### config.mk
export PLATFORM = sky130hd
export DESIGN_NAME = port_pin_config_regs
export DESIGN_NICKNAME = d
export VERILOG_FILES = /design/src/port_cfg_pkg.sv /design/src/port_pin_config_regs.sv /design/src/port_pin_sync.sv
export SDC_FILE = /design/constraint.sdc
export NUM_CORES = 1
export LEC_CHECK = 0
export CORE_MARGIN = 2
export CORE_UTILIZATION = 40
export DETAILED_ROUTE_END_ITERATION = 7
export DONT_BUFFER_PORTS = 1
export SLEW_MARGIN = 40
export SYNTH_ARGS = -nofsm -noshare
export SYNTH_HDL_FRONTEND = slang
export SYNTH_HIERARCHICAL = 1
export SYNTH_SLANG_ARGS = --single-unit
### constraint.sdc
create_clock -name clk -period 2.55 [get_ports clk]
set_clock_uncertainty 0.2 [all_clocks]
set_input_delay 0.1275 -clock clk [delete_from_list [all_inputs] [get_ports clk]]
set_output_delay 0.1275 -clock clk [all_outputs]
set_load 0.005 [all_outputs]
### src/port_cfg_pkg.sv
// Purpose: Shared constants and types for the port pin configuration block
// Assumes: 8-bit special function register bus with a 4-bit page selector
// Notes:   Offsets, page codes, reset values and pin maps live here only
package port_cfg_pkg;

  localparam int         PORT_W         = 8;
  localparam int         SYNC_STAGES    = 3;

  // Register addresses
  localparam logic [7:0] ADDR_P1_DATA   = 8'h90;
  localparam logic [7:0] ADDR_P0_MODDRV = 8'hA4;
  localparam logic [7:0] ADDR_P1_SKIP   = 8'hD5;
  localparam logic [7:0] ADDR_P1_INMODE = 8'hF2;

  // Register pages
  localparam logic [3:0] PAGE_CFG       = 4'h0;
  localparam logic [3:0] PAGE_DRV       = 4'hF;

  // Reset values
  localparam logic [7:0] RST_P0_MODE    = 8'h00;
  localparam logic [7:0] RST_P0_DRIVE   = 8'h00;
  localparam logic [7:0] RST_P1_LATCH   = 8'hFF;
  localparam logic [7:0] RST_P1_SKIP    = 8'h00;
  localparam logic [7:0] RST_P1_INMODE  = 8'hFF;
  localparam logic [7:0] RST_SYNC       = 8'hFF;
  localparam logic [7:0] RST_RDATA      = 8'h00;

  // Pin maps: radio-connected and unconnected pins
  localparam logic [7:0] RADIO_P0_MASK  = 8'h80;
  localparam logic [7:0] RADIO_P1_MASK  = 8'hE4;
  localparam logic [7:0] NC_P1_MASK     = 8'h1B;

  typedef struct packed {
    logic       rd;
    logic       wr;
    logic       rmw;
    logic       bitWr;
    logic [2:0] bitIdx;
    logic       bitVal;
    logic [3:0] page;
    logic [7:0] addr;
    logic [7:0] wdata;
  } sfrReq_t;

  typedef struct packed {
    logic [7:0] p0Mode;
    logic [7:0] p0Drive;
    logic [7:0] p1Latch;
    logic [7:0] port1_crossbar_skip;
    logic [7:0] p1InMode;
  } portCfg_t;

  localparam portCfg_t CFG_RESET = '{
    p0Mode:   RST_P0_MODE,
    p0Drive:  RST_P0_DRIVE,
    p1Latch:  RST_P1_LATCH,
    port1_crossbar_skip:   RST_P1_SKIP,
    p1InMode: RST_P1_INMODE
  };

endpackage : port_cfg_pkg

### src/port_pin_config_regs.sv
// Purpose: Port 0 driver setup and port 1 data, skip and input mode registers
// Assumes: Core register bus with page selector; pins sampled through synchroniser
// Notes:   Pin drive outputs except p0HighDrive are registered, one cycle behind the registers
//
// What this block does
// - Port 0 mode bit: open-drain or push-pull
// - Mode bit drives even in analog mode
// - Port 0 drive bit: low or high
// - Address A4 split by page zero, F
// - Port 1 data write loads latch
// - Port 1 data read returns pins
// - Port 1 data: 90, all pages, bit-addressable
// - Skip bit set makes crossbar skip
// - Input mode zero: analog, pullup off
// - Input mode at F2, page zero, ones
// - Bit n acts on pin n only
// - Radio and unconnected pins mapped fixed
// - Read-modify-write reads latch not pins
// - Serial bus pins always open-drain
`timescale 1ns/100ps
`default_nettype none
module port_pin_config_regs
  import port_cfg_pkg::*;
#(
  parameter int PORT_W_P = 8
) (
  // Clock, reset, enable
  input  wire logic          clk,
  input  wire logic          sys_rst,
  input  wire logic          ce,
  // Register bus
  input  wire sfrReq_t       sfrReq,
  output logic [7:0]         sfrRdData,
  output logic               sfrRdValid,
  output logic               sfrRdHit,
  // Port 0 driver inputs from same-clock logic
  input  wire logic [7:0]    p0OutData,
  input  wire logic [7:0]    p0SerialMask,
  // Port 0 pin drive
  output logic [7:0]         p0PinOut,
  output logic [7:0]         p0PinOe,
  output logic [7:0]         p0HighDrive,
  output logic [7:0]         p0RadioOut,
  output logic [7:0]         p0RadioOe,
  // Port 1 pins (radio side and unconnected)
  input  wire logic [7:0]    p1PinIn,
  output logic [7:0]         p1PinOut,
  output logic [7:0]         p1PinOe,
  output logic [7:0]         p1PullupEn,
  output logic [7:0]         p1RxEn,
  // Crossbar side
  output logic [7:0]         p1SkipOut,
  output logic [7:0]         p0ModeOut
);

  if (PORT_W_P != PORT_W) begin : badWidth
    $error("port_pin_config_regs: port width must be 8");
  end

  portCfg_t   cfg_q;
  portCfg_t   cfg_d;
  logic [7:0] rdData_q;
  logic [7:0] rdData_d;
  logic       rdValid_q;
  logic       rdValid_d;
  logic       rdHit_q;
  logic       rdHit_d;
  logic [7:0] p0Out_q;
  logic [7:0] p0Out_d;
  logic [7:0] p0Oe_q;
  logic [7:0] p0Oe_d;
  logic [7:0] p1Out_q;
  logic [7:0] p1Out_d;
  logic [7:0] p1Oe_q;
  logic [7:0] p1Oe_d;
  logic [7:0] p1Pull_q;
  logic [7:0] p1Pull_d;
  logic [7:0] p1Rx_q;
  logic [7:0] p1Rx_d;
  logic [7:0] p1Sync;
  logic [7:0] pinLevel;
  logic [7:0] pushPull;
  logic       hitData;
  logic       hitMode;
  logic       hitDrv;
  logic       hitSkip;
  logic       hitIn;

  assign hitData = (sfrReq.addr == ADDR_P1_DATA);
  assign hitMode = (sfrReq.addr == ADDR_P0_MODDRV) && (sfrReq.page == PAGE_CFG);
  assign hitDrv  = (sfrReq.addr == ADDR_P0_MODDRV) && (sfrReq.page == PAGE_DRV);
  assign hitSkip = (sfrReq.addr == ADDR_P1_SKIP) && (sfrReq.page == PAGE_CFG);
  assign hitIn   = (sfrReq.addr == ADDR_P1_INMODE) && (sfrReq.page == PAGE_CFG);

  // Register writes
  always_comb begin
    cfg_d = cfg_q;
    if (sfrReq.wr) begin
      if (hitMode) begin
        cfg_d.p0Mode = sfrReq.wdata;
      end
      if (hitDrv) begin
        cfg_d.p0Drive = sfrReq.wdata;
      end
      if (hitData) begin
        cfg_d.p1Latch = sfrReq.wdata;
      end
      if (hitSkip) begin
        cfg_d.port1_crossbar_skip = sfrReq.wdata;
      end
      if (hitIn) begin
        cfg_d.p1InMode = sfrReq.wdata;
      end
    end else if (sfrReq.bitWr && hitData) begin
      cfg_d.p1Latch[sfrReq.bitIdx] = sfrReq.bitVal;
    end
  end

  // Register reads, answered one cycle later
  always_comb begin
    rdData_d  = RST_RDATA;
    rdHit_d   = 1'b0;
    rdValid_d = sfrReq.rd;
    if (sfrReq.rd) begin
      rdHit_d = hitData | hitMode | hitDrv | hitSkip | hitIn;
      if (hitData) begin
        rdData_d = sfrReq.rmw ? cfg_q.p1Latch : pinLevel;
      end else if (hitMode) begin
        rdData_d = cfg_q.p0Mode;
      end else if (hitDrv) begin
        rdData_d = cfg_q.p0Drive;
      end else if (hitSkip) begin
        rdData_d = cfg_q.port1_crossbar_skip;
      end else if (hitIn) begin
        rdData_d = cfg_q.p1InMode;
      end
    end
  end

  always_ff @(posedge clk or posedge sys_rst) begin
    if (sys_rst) begin
      cfg_q     <= CFG_RESET;
      rdData_q  <= RST_RDATA;
      rdValid_q <= 1'b0;
      rdHit_q   <= 1'b0;
    end else if (ce) begin
      cfg_q     <= cfg_d;
      rdData_q  <= rdData_d;
      rdValid_q <= rdValid_d;
      rdHit_q   <= rdHit_d;
    end
  end

  port_pin_sync #(
    .WIDTH     (PORT_W),
    .RESET_VAL (RST_SYNC)
  ) u_p1Sync (
    .clk     (clk),
    .sys_rst (sys_rst),
    .ce      (ce),
    .din     (p1PinIn),
    .dout    (p1Sync)
  );

  // Per-pin drivers; bit n touches pin n only
  for (genvar i = 0; i < PORT_W; i++) begin : pinGen
    assign pushPull[i] = cfg_q.p0Mode[i] & ~p0SerialMask[i];
    always_comb begin
      p0Out_d[i] = p0OutData[i];
      p0Oe_d[i]  = pushPull[i] | ~p0OutData[i];
      p1Out_d[i] = cfg_q.p1Latch[i];
      p1Oe_d[i]  = ~cfg_q.p1Latch[i] & ~NC_P1_MASK[i];
      p1Pull_d[i] = cfg_q.p1InMode[i] & ~NC_P1_MASK[i];
      p1Rx_d[i]   = cfg_q.p1InMode[i] & ~NC_P1_MASK[i];
    end
    // Receiver off reads low, avoids floating analog levels
    assign pinLevel[i] = p1Sync[i] & p1Rx_q[i];
  end

  always_ff @(posedge clk or posedge sys_rst) begin
    if (sys_rst) begin
      p0Out_q  <= RST_SYNC;
      p0Oe_q   <= RST_P0_MODE;
      p1Out_q  <= RST_P1_LATCH;
      p1Oe_q   <= RST_P0_MODE;
      p1Pull_q <= RST_P1_INMODE & ~NC_P1_MASK;
      p1Rx_q   <= RST_P1_INMODE & ~NC_P1_MASK;
    end else if (ce) begin
      p0Out_q  <= p0Out_d;
      p0Oe_q   <= p0Oe_d;
      p1Out_q  <= p1Out_d;
      p1Oe_q   <= p1Oe_d;
      p1Pull_q <= p1Pull_d;
      p1Rx_q   <= p1Rx_d;
    end
  end

  // port 0 pin 7 goes to the radio
  assign p0PinOut    = p0Out_q & ~RADIO_P0_MASK;
  assign p0PinOe     = p0Oe_q & ~RADIO_P0_MASK;
  assign p0RadioOut  = p0Out_q & RADIO_P0_MASK;
  assign p0RadioOe   = p0Oe_q & RADIO_P0_MASK;
  assign p0HighDrive = cfg_q.p0Drive;
  assign p1PinOut    = p1Out_q;
  assign p1PinOe     = p1Oe_q;
  assign p1PullupEn  = p1Pull_q;
  assign p1RxEn      = p1Rx_q;
  assign p1SkipOut   = cfg_q.port1_crossbar_skip;
  assign p0ModeOut   = cfg_q.p0Mode;
  assign sfrRdData   = rdData_q;
  assign sfrRdValid  = rdValid_q;
  assign sfrRdHit    = rdHit_q;
endmodule : port_pin_config_regs
`default_nettype wire

### src/port_pin_sync.sv
// Purpose: Three-stage pin synchroniser with agreement filter
// Assumes: Inputs are asynchronous to clk
// Notes:   Output moves only when stages two and three agree
`timescale 1ns/100ps
`default_nettype none
module port_pin_sync #(
  parameter int         WIDTH     = 8,
  parameter logic [7:0] RESET_VAL = 8'hFF
) (
  // Clock and reset
  input  wire logic             clk,
  input  wire logic             sys_rst,
  input  wire logic             ce,
  // Pin side
  input  wire logic [WIDTH-1:0] din,
  // Core side
  output logic      [WIDTH-1:0] dout
);

  logic [WIDTH-1:0] meta_q;
  logic [WIDTH-1:0] s2_q;
  logic [WIDTH-1:0] s3_q;
  logic [WIDTH-1:0] stable_q;
  logic [WIDTH-1:0] stable_d;

  // First stage feeds only the second
  always_comb begin
    stable_d = (~(s2_q ^ s3_q) & s3_q) | ((s2_q ^ s3_q) & stable_q);
  end

  always_ff @(posedge clk or posedge sys_rst) begin
    if (sys_rst) begin
      meta_q   <= RESET_VAL[WIDTH-1:0];
      s2_q     <= RESET_VAL[WIDTH-1:0];
      s3_q     <= RESET_VAL[WIDTH-1:0];
      stable_q <= RESET_VAL[WIDTH-1:0];
    end else if (ce) begin
      meta_q   <= din;
      s2_q     <= meta_q;
      s3_q     <= s2_q;
      stable_q <= stable_d;
    end
  end

  assign dout = stable_q;

endmodule : port_pin_sync
`default_nettype wire

* Word-level counts from Yosys, hierarchy flattened *
Cells that the tools add are included.

storage, ports and cells
  bits in registers = 114
  input bits = 55
  output and inout bits = 98
  word-level logic and storage cells = 101

cells by class
  $lt $le $gt $ge = 2
  eq/ne operators = 6
  multiplexer cells = 14
  bitwise logic cells = 49
  reductions and logical operators = 13

operator list
  kind                number
  $mux 8              10
  $eq 8x8->1 const B  4
  $not 1->1           20
  $and 8x8->8         2
  $reduce_and 3->1    5
  $and 1x1->1         12
  $or 1x1->1          12
  $bwmux 8            1
  $not 8->8           1
  $or 8x8->8          1
  $xor 8x8->8         1
  $logic_and 1x1->1   6
  $eq 4x4->1 const B  1
  $logic_not 4->1     1
  $lt 3x4->1 const B  1
  $demux 1 s3         1
  $ge 3x1->1 const B  1
  $mux 1              2
  $ne 2x1->1 const B  1
  $reduce_bool 2->1   1

* Longest topological paths before layout *
Gate-level depths: netlist (run 1).

  depth in word-level cells = 8
  mapped depth = 6
  mapped depth without buffers = 4

* Modules after synthesis *
The synthesis (run 1) kept the hierarchy.

modules (own cells, without submodules)
  module                times used  cells an instance  area each (sq um)  seq. area each (sq um)
  port_pin_config_regs  1           411                4,490.6            2,097.0
  port_pin_sync         1           89                 1,330.0            840.8

* Worst setup path after synthesis (run 1) *
No wires, ideal clock.

  kind = in2reg
  start point = input sfrReq[17] (netlist name)
  end point = register cfg_q, in the netlist p1SkipOut[0]
  setup time = 125 ps
  data arrival time = 1,735 ps
  data required time = 2,225 ps
  slack = 491 ps
  stages = 5
  buffers on the path = 1
  path through = or4_4 > nor4_4 > and3_1 > buf_4 > mux2_2

on the way
  longest elaborated chain between the ends = 3

RTL lines
  item                        RTL line                     RTL
  from (decl)                 port_pin_config_regs.sv:32   input wire sfrReq_t sfrReq,
  $logic_not 4->1             port_pin_config_regs.sv:92   assign hitSkip = (sfrReq.addr == ADDR_P1_SKIP) && (sfrReq.page == PAGE_CFG);
  $logic_and 1x1->1           port_pin_config_regs.sv:92
  $reduce_and 3->1 (no line)  -
  to (signal assigned)        port_pin_config_regs.sv:147  cfg_q <= cfg_d;
  to (decl)                   port_pin_config_regs.sv:60   portCfg_t cfg_q;

Every way passes these cells.
A chain may end at the register's enable or synchronous reset.

* Worst setup path after layout (run 1) *
  start point = input sfrReq[9] (netlist name)
  end point = register cfg_q, in the netlist p1Out_d[2]

on the way
  longest elaborated chain between the ends = 4
  elaborated cells on any way between the ends = 5
  those cells by class = eq/ne: 2; reduce/logical: 3

RTL lines
  item                            RTL line                     RTL
  $eq 8x8->1 (*)                  port_pin_config_regs.sv:89   assign hitData = (sfrReq.addr == ADDR_P1_DATA);
  $logic_and 1x1->1               port_pin_config_regs.sv:114  end else if (sfrReq.bitWr && hitData) begin
  $reduce_bool 2->1 (no line)     -
  $reduce_and 3->1 (no line) (*)  -

Every way passes the cells marked *; elsewhere a longest branch is shown, timed or not.

==> results of run 1 <==
-- worst max path at each step --
| stage | start | endpoint |
|---|---|---|
| 3_3_place_gp | sfrReq[17] | cfg_q[3]$_DFFE_PP1P_ |
| 3_5_place_dp | sfrReq[17] | cfg_q[5]$_DFFE_PP1P_ |
| 2_1_floorplan | sys_rst | p0HighDrive[0]$_DFFE_PP0P_ |
| 6_report | sfrReq[9] | p1Out_d[2]$_DFFE_PP1P_ |
| 4_1_cts | sfrReq[26] | p1Out_d[5]$_DFFE_PP1P_ |
| 5_1_grt | sfrReq[9] | p1Out_d[2]$_DFFE_PP1P_ |
-- report_power, final --
part	switching [W]	leakage [nW]	total [W]	internal (W)
clock	0.000627	0.167	0.00152	0.000891
combinational	0.000177	1.17	0.000348	0.000171
sequential	0.0000729	1.09	0.00178	0.00170
total	0.000877	2.42	0.00364	0.00277
-- routing by layer --
layer	track usage, %	wire [microns]	vias up
met5	0	11	-
met4	5.57	255	2
met3	8.53	1220	19
met2	31.3	6320	154
met1	24.0	5490	1777
li1	-	-	1606
-- repair_timing --
item | in CTS | in global routing
endpoints found under the setup margin | 0 | 2
hold buffers | 51 | 0
endpoints found under the hold margin | 151 | 0
resized for setup | 0 | 1
-- worst max-delay path: cells and delay by family --
family / cells / cell delay [ps]
buffers and inverters: 4 / 1540
AOI/OAI and AO/OA: 3 / 540
and+or+nand+nor: 1 / 290
-- sequential cells by signal, indices dropped and copies added, names as in the netlist, named ones only --
register and cells:
cfg_q 8, p0HighDrive 8, p0ModeOut 8, p0Oe_q 8, p0Out_q 8, p1Out_d 8, p1PinOe 4, p1PinOut 8
p1RxEn 4, p1SkipOut 8, sfrRdData 8, sfrRdHit 1, sfrRdValid 1, u_p1Sync/meta_q 4, u_p1Sync/s2_q 4, u_p1Sync/s3_q 4
-- area by class of cell --
cell class	count	share of cell area [%]
Sequential cell	98	42.7
Multi-Input combinational cell	283	35.8
Timing Repair Buffer	62	10.6
Clock buffer	11	4.66
Tap cell	172	3.65
Inverter	22	1.42
Clock inverter	5	1.10
Antenna cell	2	0.0848
-- through the flow --
stage                     utilization (%)  hold slack (ps)  area (sq um)  power, W
after floorplan                         -             44.3          5280   0.00203
after global placement               39.8            -54.0          5020   0.00202
after detailed placement             39.8            -43.9          5020   0.00204
after CTS                            46.7            0.661          5890   0.00368
after global routing                 46.7             34.6          5900   0.00380
final                                46.8             9.33          5900   0.00364
==> results_dict.tcl, run 1 <==
set metrics [dict create \
    setup_viol 0 \
    antenna_found_initial 3 \
    arrival_ps 2510 \
    design.core.area_sq_mm 0.0126 \
    crit_chain "dlygate4sd3_1, nor4b_1, buf_4, o2111a_1, buf_4, a21oi_1, a21oi_1, dlygate4sd3_1" \
    wire_per_inst_microns 20.3 \
    hp-start "sfrReq[14]" \
    syn2layout_area_growth_pct 14.0 \
    cts_sinks 98 \
    stdcell_count 655 \
    slowest_delay_ps 550 \
    mostFrequentLayoutCell "dfstp_2" \
    die_x_microns 118 \
    reg2regPathDepth 4 \
    tightest_slew_ps 726 \
    min_path_type "input pin to flip-flop" \
    status "completed" \
    avgSynthCellArea_sq_um 11.2 \
    nFillCells 1184 \
    seq_area_sq_mm 0.00252 \
    cp_slowest_cell "dlygate4sd3_1" \
    drv_slew 0 \
    dpl.cell_count 586 \
    final_cell_mix "52 x dfstp_2, 49 x dlygate4sd3_1, 46 x mux2_2, 46 x dfrtp_1" \
    clk_latency_ps 350 \
    fin_crit_ps 2410 \
    finalCritPeriodShare_pct 94.5 \
    vias 3558 \
    die_y_microns 118 \
    drt-initial-drc-count 238 \
    cts_tree "yes" \
    hold_viol 0 \
    holdPathEnd "sfrRdHit$_DFFE_PP0P_" \
    avgViaCountPerCell 5.43 \
    maxCapViolCount 0 \
    drive_gt1_share_pct 29.9 \
    whs_path_depth 4 \
    leakage_nw 2.42 \
    row_count 41 \
    start_util_pct 41.0 \
    io-pin-count 153 \
    grt_max_degree 76 \
    nets 531 \
    grt_util_all_layers_pct 19.6 \
    first_pass_iters 5 \
    max_freq_mhz 415 \
    port_buffers 0 \
    startpoint_type "input pin" \
    grt-ovfl-total 0 \
    synth_area_sq_mm 0.00517 \
    gp_congestion 0.876 \
    synth_cells 460 \
    drt-total-wl_microns 13300 \
    ir_drop_mv 0.497 \
    dp_slack_ps 407 \
    yosysWarningCount 6 \
    rsz0062_at_grt "no" \
    grt_pass1_wl_microns 20800 \
    root_buffer "clkbuf_16" \
    ant_nets 0 \
    clk_pin_slew_worst_paths_ps 70 \
    cp_data_required_time_ps 2650 \
    fin_setup_tns_ps 0 \
    r2r_setup_slack_ps 900 \
    grt_pass1_vias 3599 \
    h-tree-depth 3 \
    power.density_mw_per_mm2 617 \
    reg2reg_to "p0Oe_q[1]$_DFFE_PP0P_" \
    max-clock-path-buffers 2 \
    setup_slack_ps 140 \
    multi_input_comb_area_sq_mm 0.00211 \
    hpwl_microns 8960 \
    rr_startpoint "p0ModeOut[1]$_DFFE_PP0P_" \
    drc_errors 0 \
    critical_path_class "input pin to flip-flop" \
    post_cts_buffers 0 \
    relSlewSlack_pct 51.6 \
    fp.dieArea_sq_mm 0.0139 \
    crit_path_end_kind "flip-flop" \
    cts_made_buffers 9 \
    critPathMaxFanout 11 \
]
Note: power is estimated with default switching activity, not from simulation.
==> inputs of run 2 (changes only) <==
BUFFER_PORTS_ARGS = -buffer_cell sky130_fd_sc_hd__buf_4   (was not set)
DONT_BUFFER_PORTS = not set   (was 1)
==> results_dict.tcl, run 2 (synthesized netlist as in run 1, its figures left out) <==
set metrics [dict create \
    drive_gt1_share_pct 45.2 \
    rsz0062_at_grt "no" \
    antenna_cells 0 \
    grt-ovfl-total 0 \
    dpl-instance-area_sq_mm 0.00597 \
    final_area_sq_mm 0.00662 \
    hpwl_microns 9390 \
    cp_slowest_cell "dlygate4sd3_1" \
    cts_tree "yes" \
    nets 639 \
    final_util_pct 52.4 \
    critPathMaxFanout 6 \
    hold_viol 0 \
    ir_drop_mv 0.369 \
    finalCritPeriodShare_pct 95.5 \
    root_buffer "clkbuf_16" \
    cts_sinks 98 \
    drc_errors 0 \
    p_total_w 0.00354 \
    gp_congestion 0.866 \
    antenna_found_initial 0 \
    tightest_slew_ps 708 \
    drt-initial-drc-count 152 \
    fp.dieArea_sq_mm 0.0139 \
    wire_per_inst_microns 17.4 \
    multi_input_comb_area_sq_mm 0.00212 \
    design.core.area_sq_mm 0.0126 \
    dp_slack_ps 399 \
    max-clock-path-buffers 2 \
    min_path_type "input pin to flip-flop" \
    cts_made_buffers 9 \
    cp_data_required_time_ps 2610 \
    grt_pass1_wl_microns 20900 \
    start_util_pct 41.0 \
    status "completed" \
    setup_viol 0 \
    avgViaCountPerCell 5.03 \
    fin_setup_tns_ps 0 \
    vias 3820 \
    die_y_microns 118 \
    io-pin-count 153 \
    setup_slack_ps 116 \
    grt_max_degree 54 \
    leakage_nw 2.94 \
    crit_path_end_kind "flip-flop" \
    mostFrequentLayoutCell "buf_4" \
    arrival_ps 2490 \
    final_cell_mix "133 x buf_4, 52 x dfstp_2, 46 x mux2_2, 46 x dfrtp_1, 35 x dlygate4sd3_1" \
    startpoint_type "input pin" \
    clk_latency_ps 330 \
    grt_util_all_layers_pct 19.3 \
    nFillCells 1147 \
    max_freq_mhz 411 \
    grt_pass1_vias 3839 \
    crit_chain "dlygate4sd3_1, buf_4, nand2b_1, o41ai_2, dlygate4sd3_1, a21oi_1, dlygate4sd3_1" \
    maxCapViolCount 0 \
    drt-total-wl_microns 13200 \
    drv_slew 0 \
    clk_pin_slew_worst_paths_ps 70 \
    first_pass_iters 4 \
    ant_nets 0 \
    relSlewSlack_pct 52.8 \
    port_buffers 120 \
    power.density_mw_per_mm2 536 \
    critical_path_class "input pin to flip-flop" \
    seq_area_sq_mm 0.00252 \
    fin_crit_ps 2430 \
    slowest_delay_ps 600 \
    die_x_microns 118 \
    h-tree-depth 3 \
    r2r_setup_slack_ps 970 \
    syn2layout_area_growth_pct 27.9 \
    crit_top_cell "dlygate4sd3_1" \
    row_count 41 \
]
[run 2: changes by cell type in the layout (fill, tap and decap cells not counted), sizes merged]
cell / previous run / this run
clkinvlp: 0 / 1
diode: 2 / 0
inv: 23 / 21
buf: 12 / 135
clkinv: 3 / 1
bufinv: 1 / 0
dlymetal6s4s: 1 / 0
dlygate4sd3: 49 / 35
clkbuf: 11 / 14
[run 2: path summary, 6_finish.rpt]
path,endpoint,depth (start not counted),from
setup / recovery,p1Out_d[1]$_DFFE_PP1P_,7,sfrReq[22]
hold / removal,p1Out_d[2]$_DFFE_PP1P_,3,sfrReq[23]
setup reg to reg,sfrRdData[2]$_DFFE_PP0P_,4,p1Out_d[2]$_DFFE_PP1P_
hold reg to reg,p0Oe_q[5]$_DFFE_PP0P_,1,p0Oe_q[5]$_DFFE_PP0P_
max in group asynchronous,p1RxEn[2]$_DFFE_PP1P_,4,sys_rst
min in group asynchronous,p1PinOe[6]$_DFFE_PP0P_,3,sys_rst
[run 2: layout make-up]
type,count,share of cell area [%]
clock inverter,1,0.113
tap,172,3.25
multi-input combinational,283,32.0
sequential,98,38.0
inverter,22,1.27
timing repair buffer,170,21.0
clock buffer,14,4.29
[run 2: repair_timing]
action                                  in CTS  in global routing
hold buffers                                35                  0
endpoints found under the hold margin       77                  0
buffers inserted                             0                  0
resized for setup                            0                  1
endpoints found under the setup margin       0                  1
[run 2: critical path, delay by kind of cell]
kind	cells	cell delay (ps)
AO/OA/AOI/OAI	2	300
buffers and inverters	4	1860
AND/OR/NAND/NOR	1	210
[run 2: routing by layer]
metal	vias up	track usage, %	wire, microns
li1	1811	-	-
met1	1861	26.6	5970
met2	137	30.7	6250
met3	11	4.65	803
met4	0	4.52	170
met5	-	0	0
[run 2: power by group]
part | switching [W] | internal, W | total, W
clock | 0.000557 | 0.000764 | 0.00132
combinational | 0.000214 | 0.000243 | 0.000456
sequential | 0.0000633 | 0.00170 | 0.00177
[run 2: through the flow]
step	std cells	hold slack (ps)
floorplan	487	44.3
global placement	710	75.9
detailed placement	710	78.4
CTS	760	1.39
global route	760	31.5
finish	760	30.3
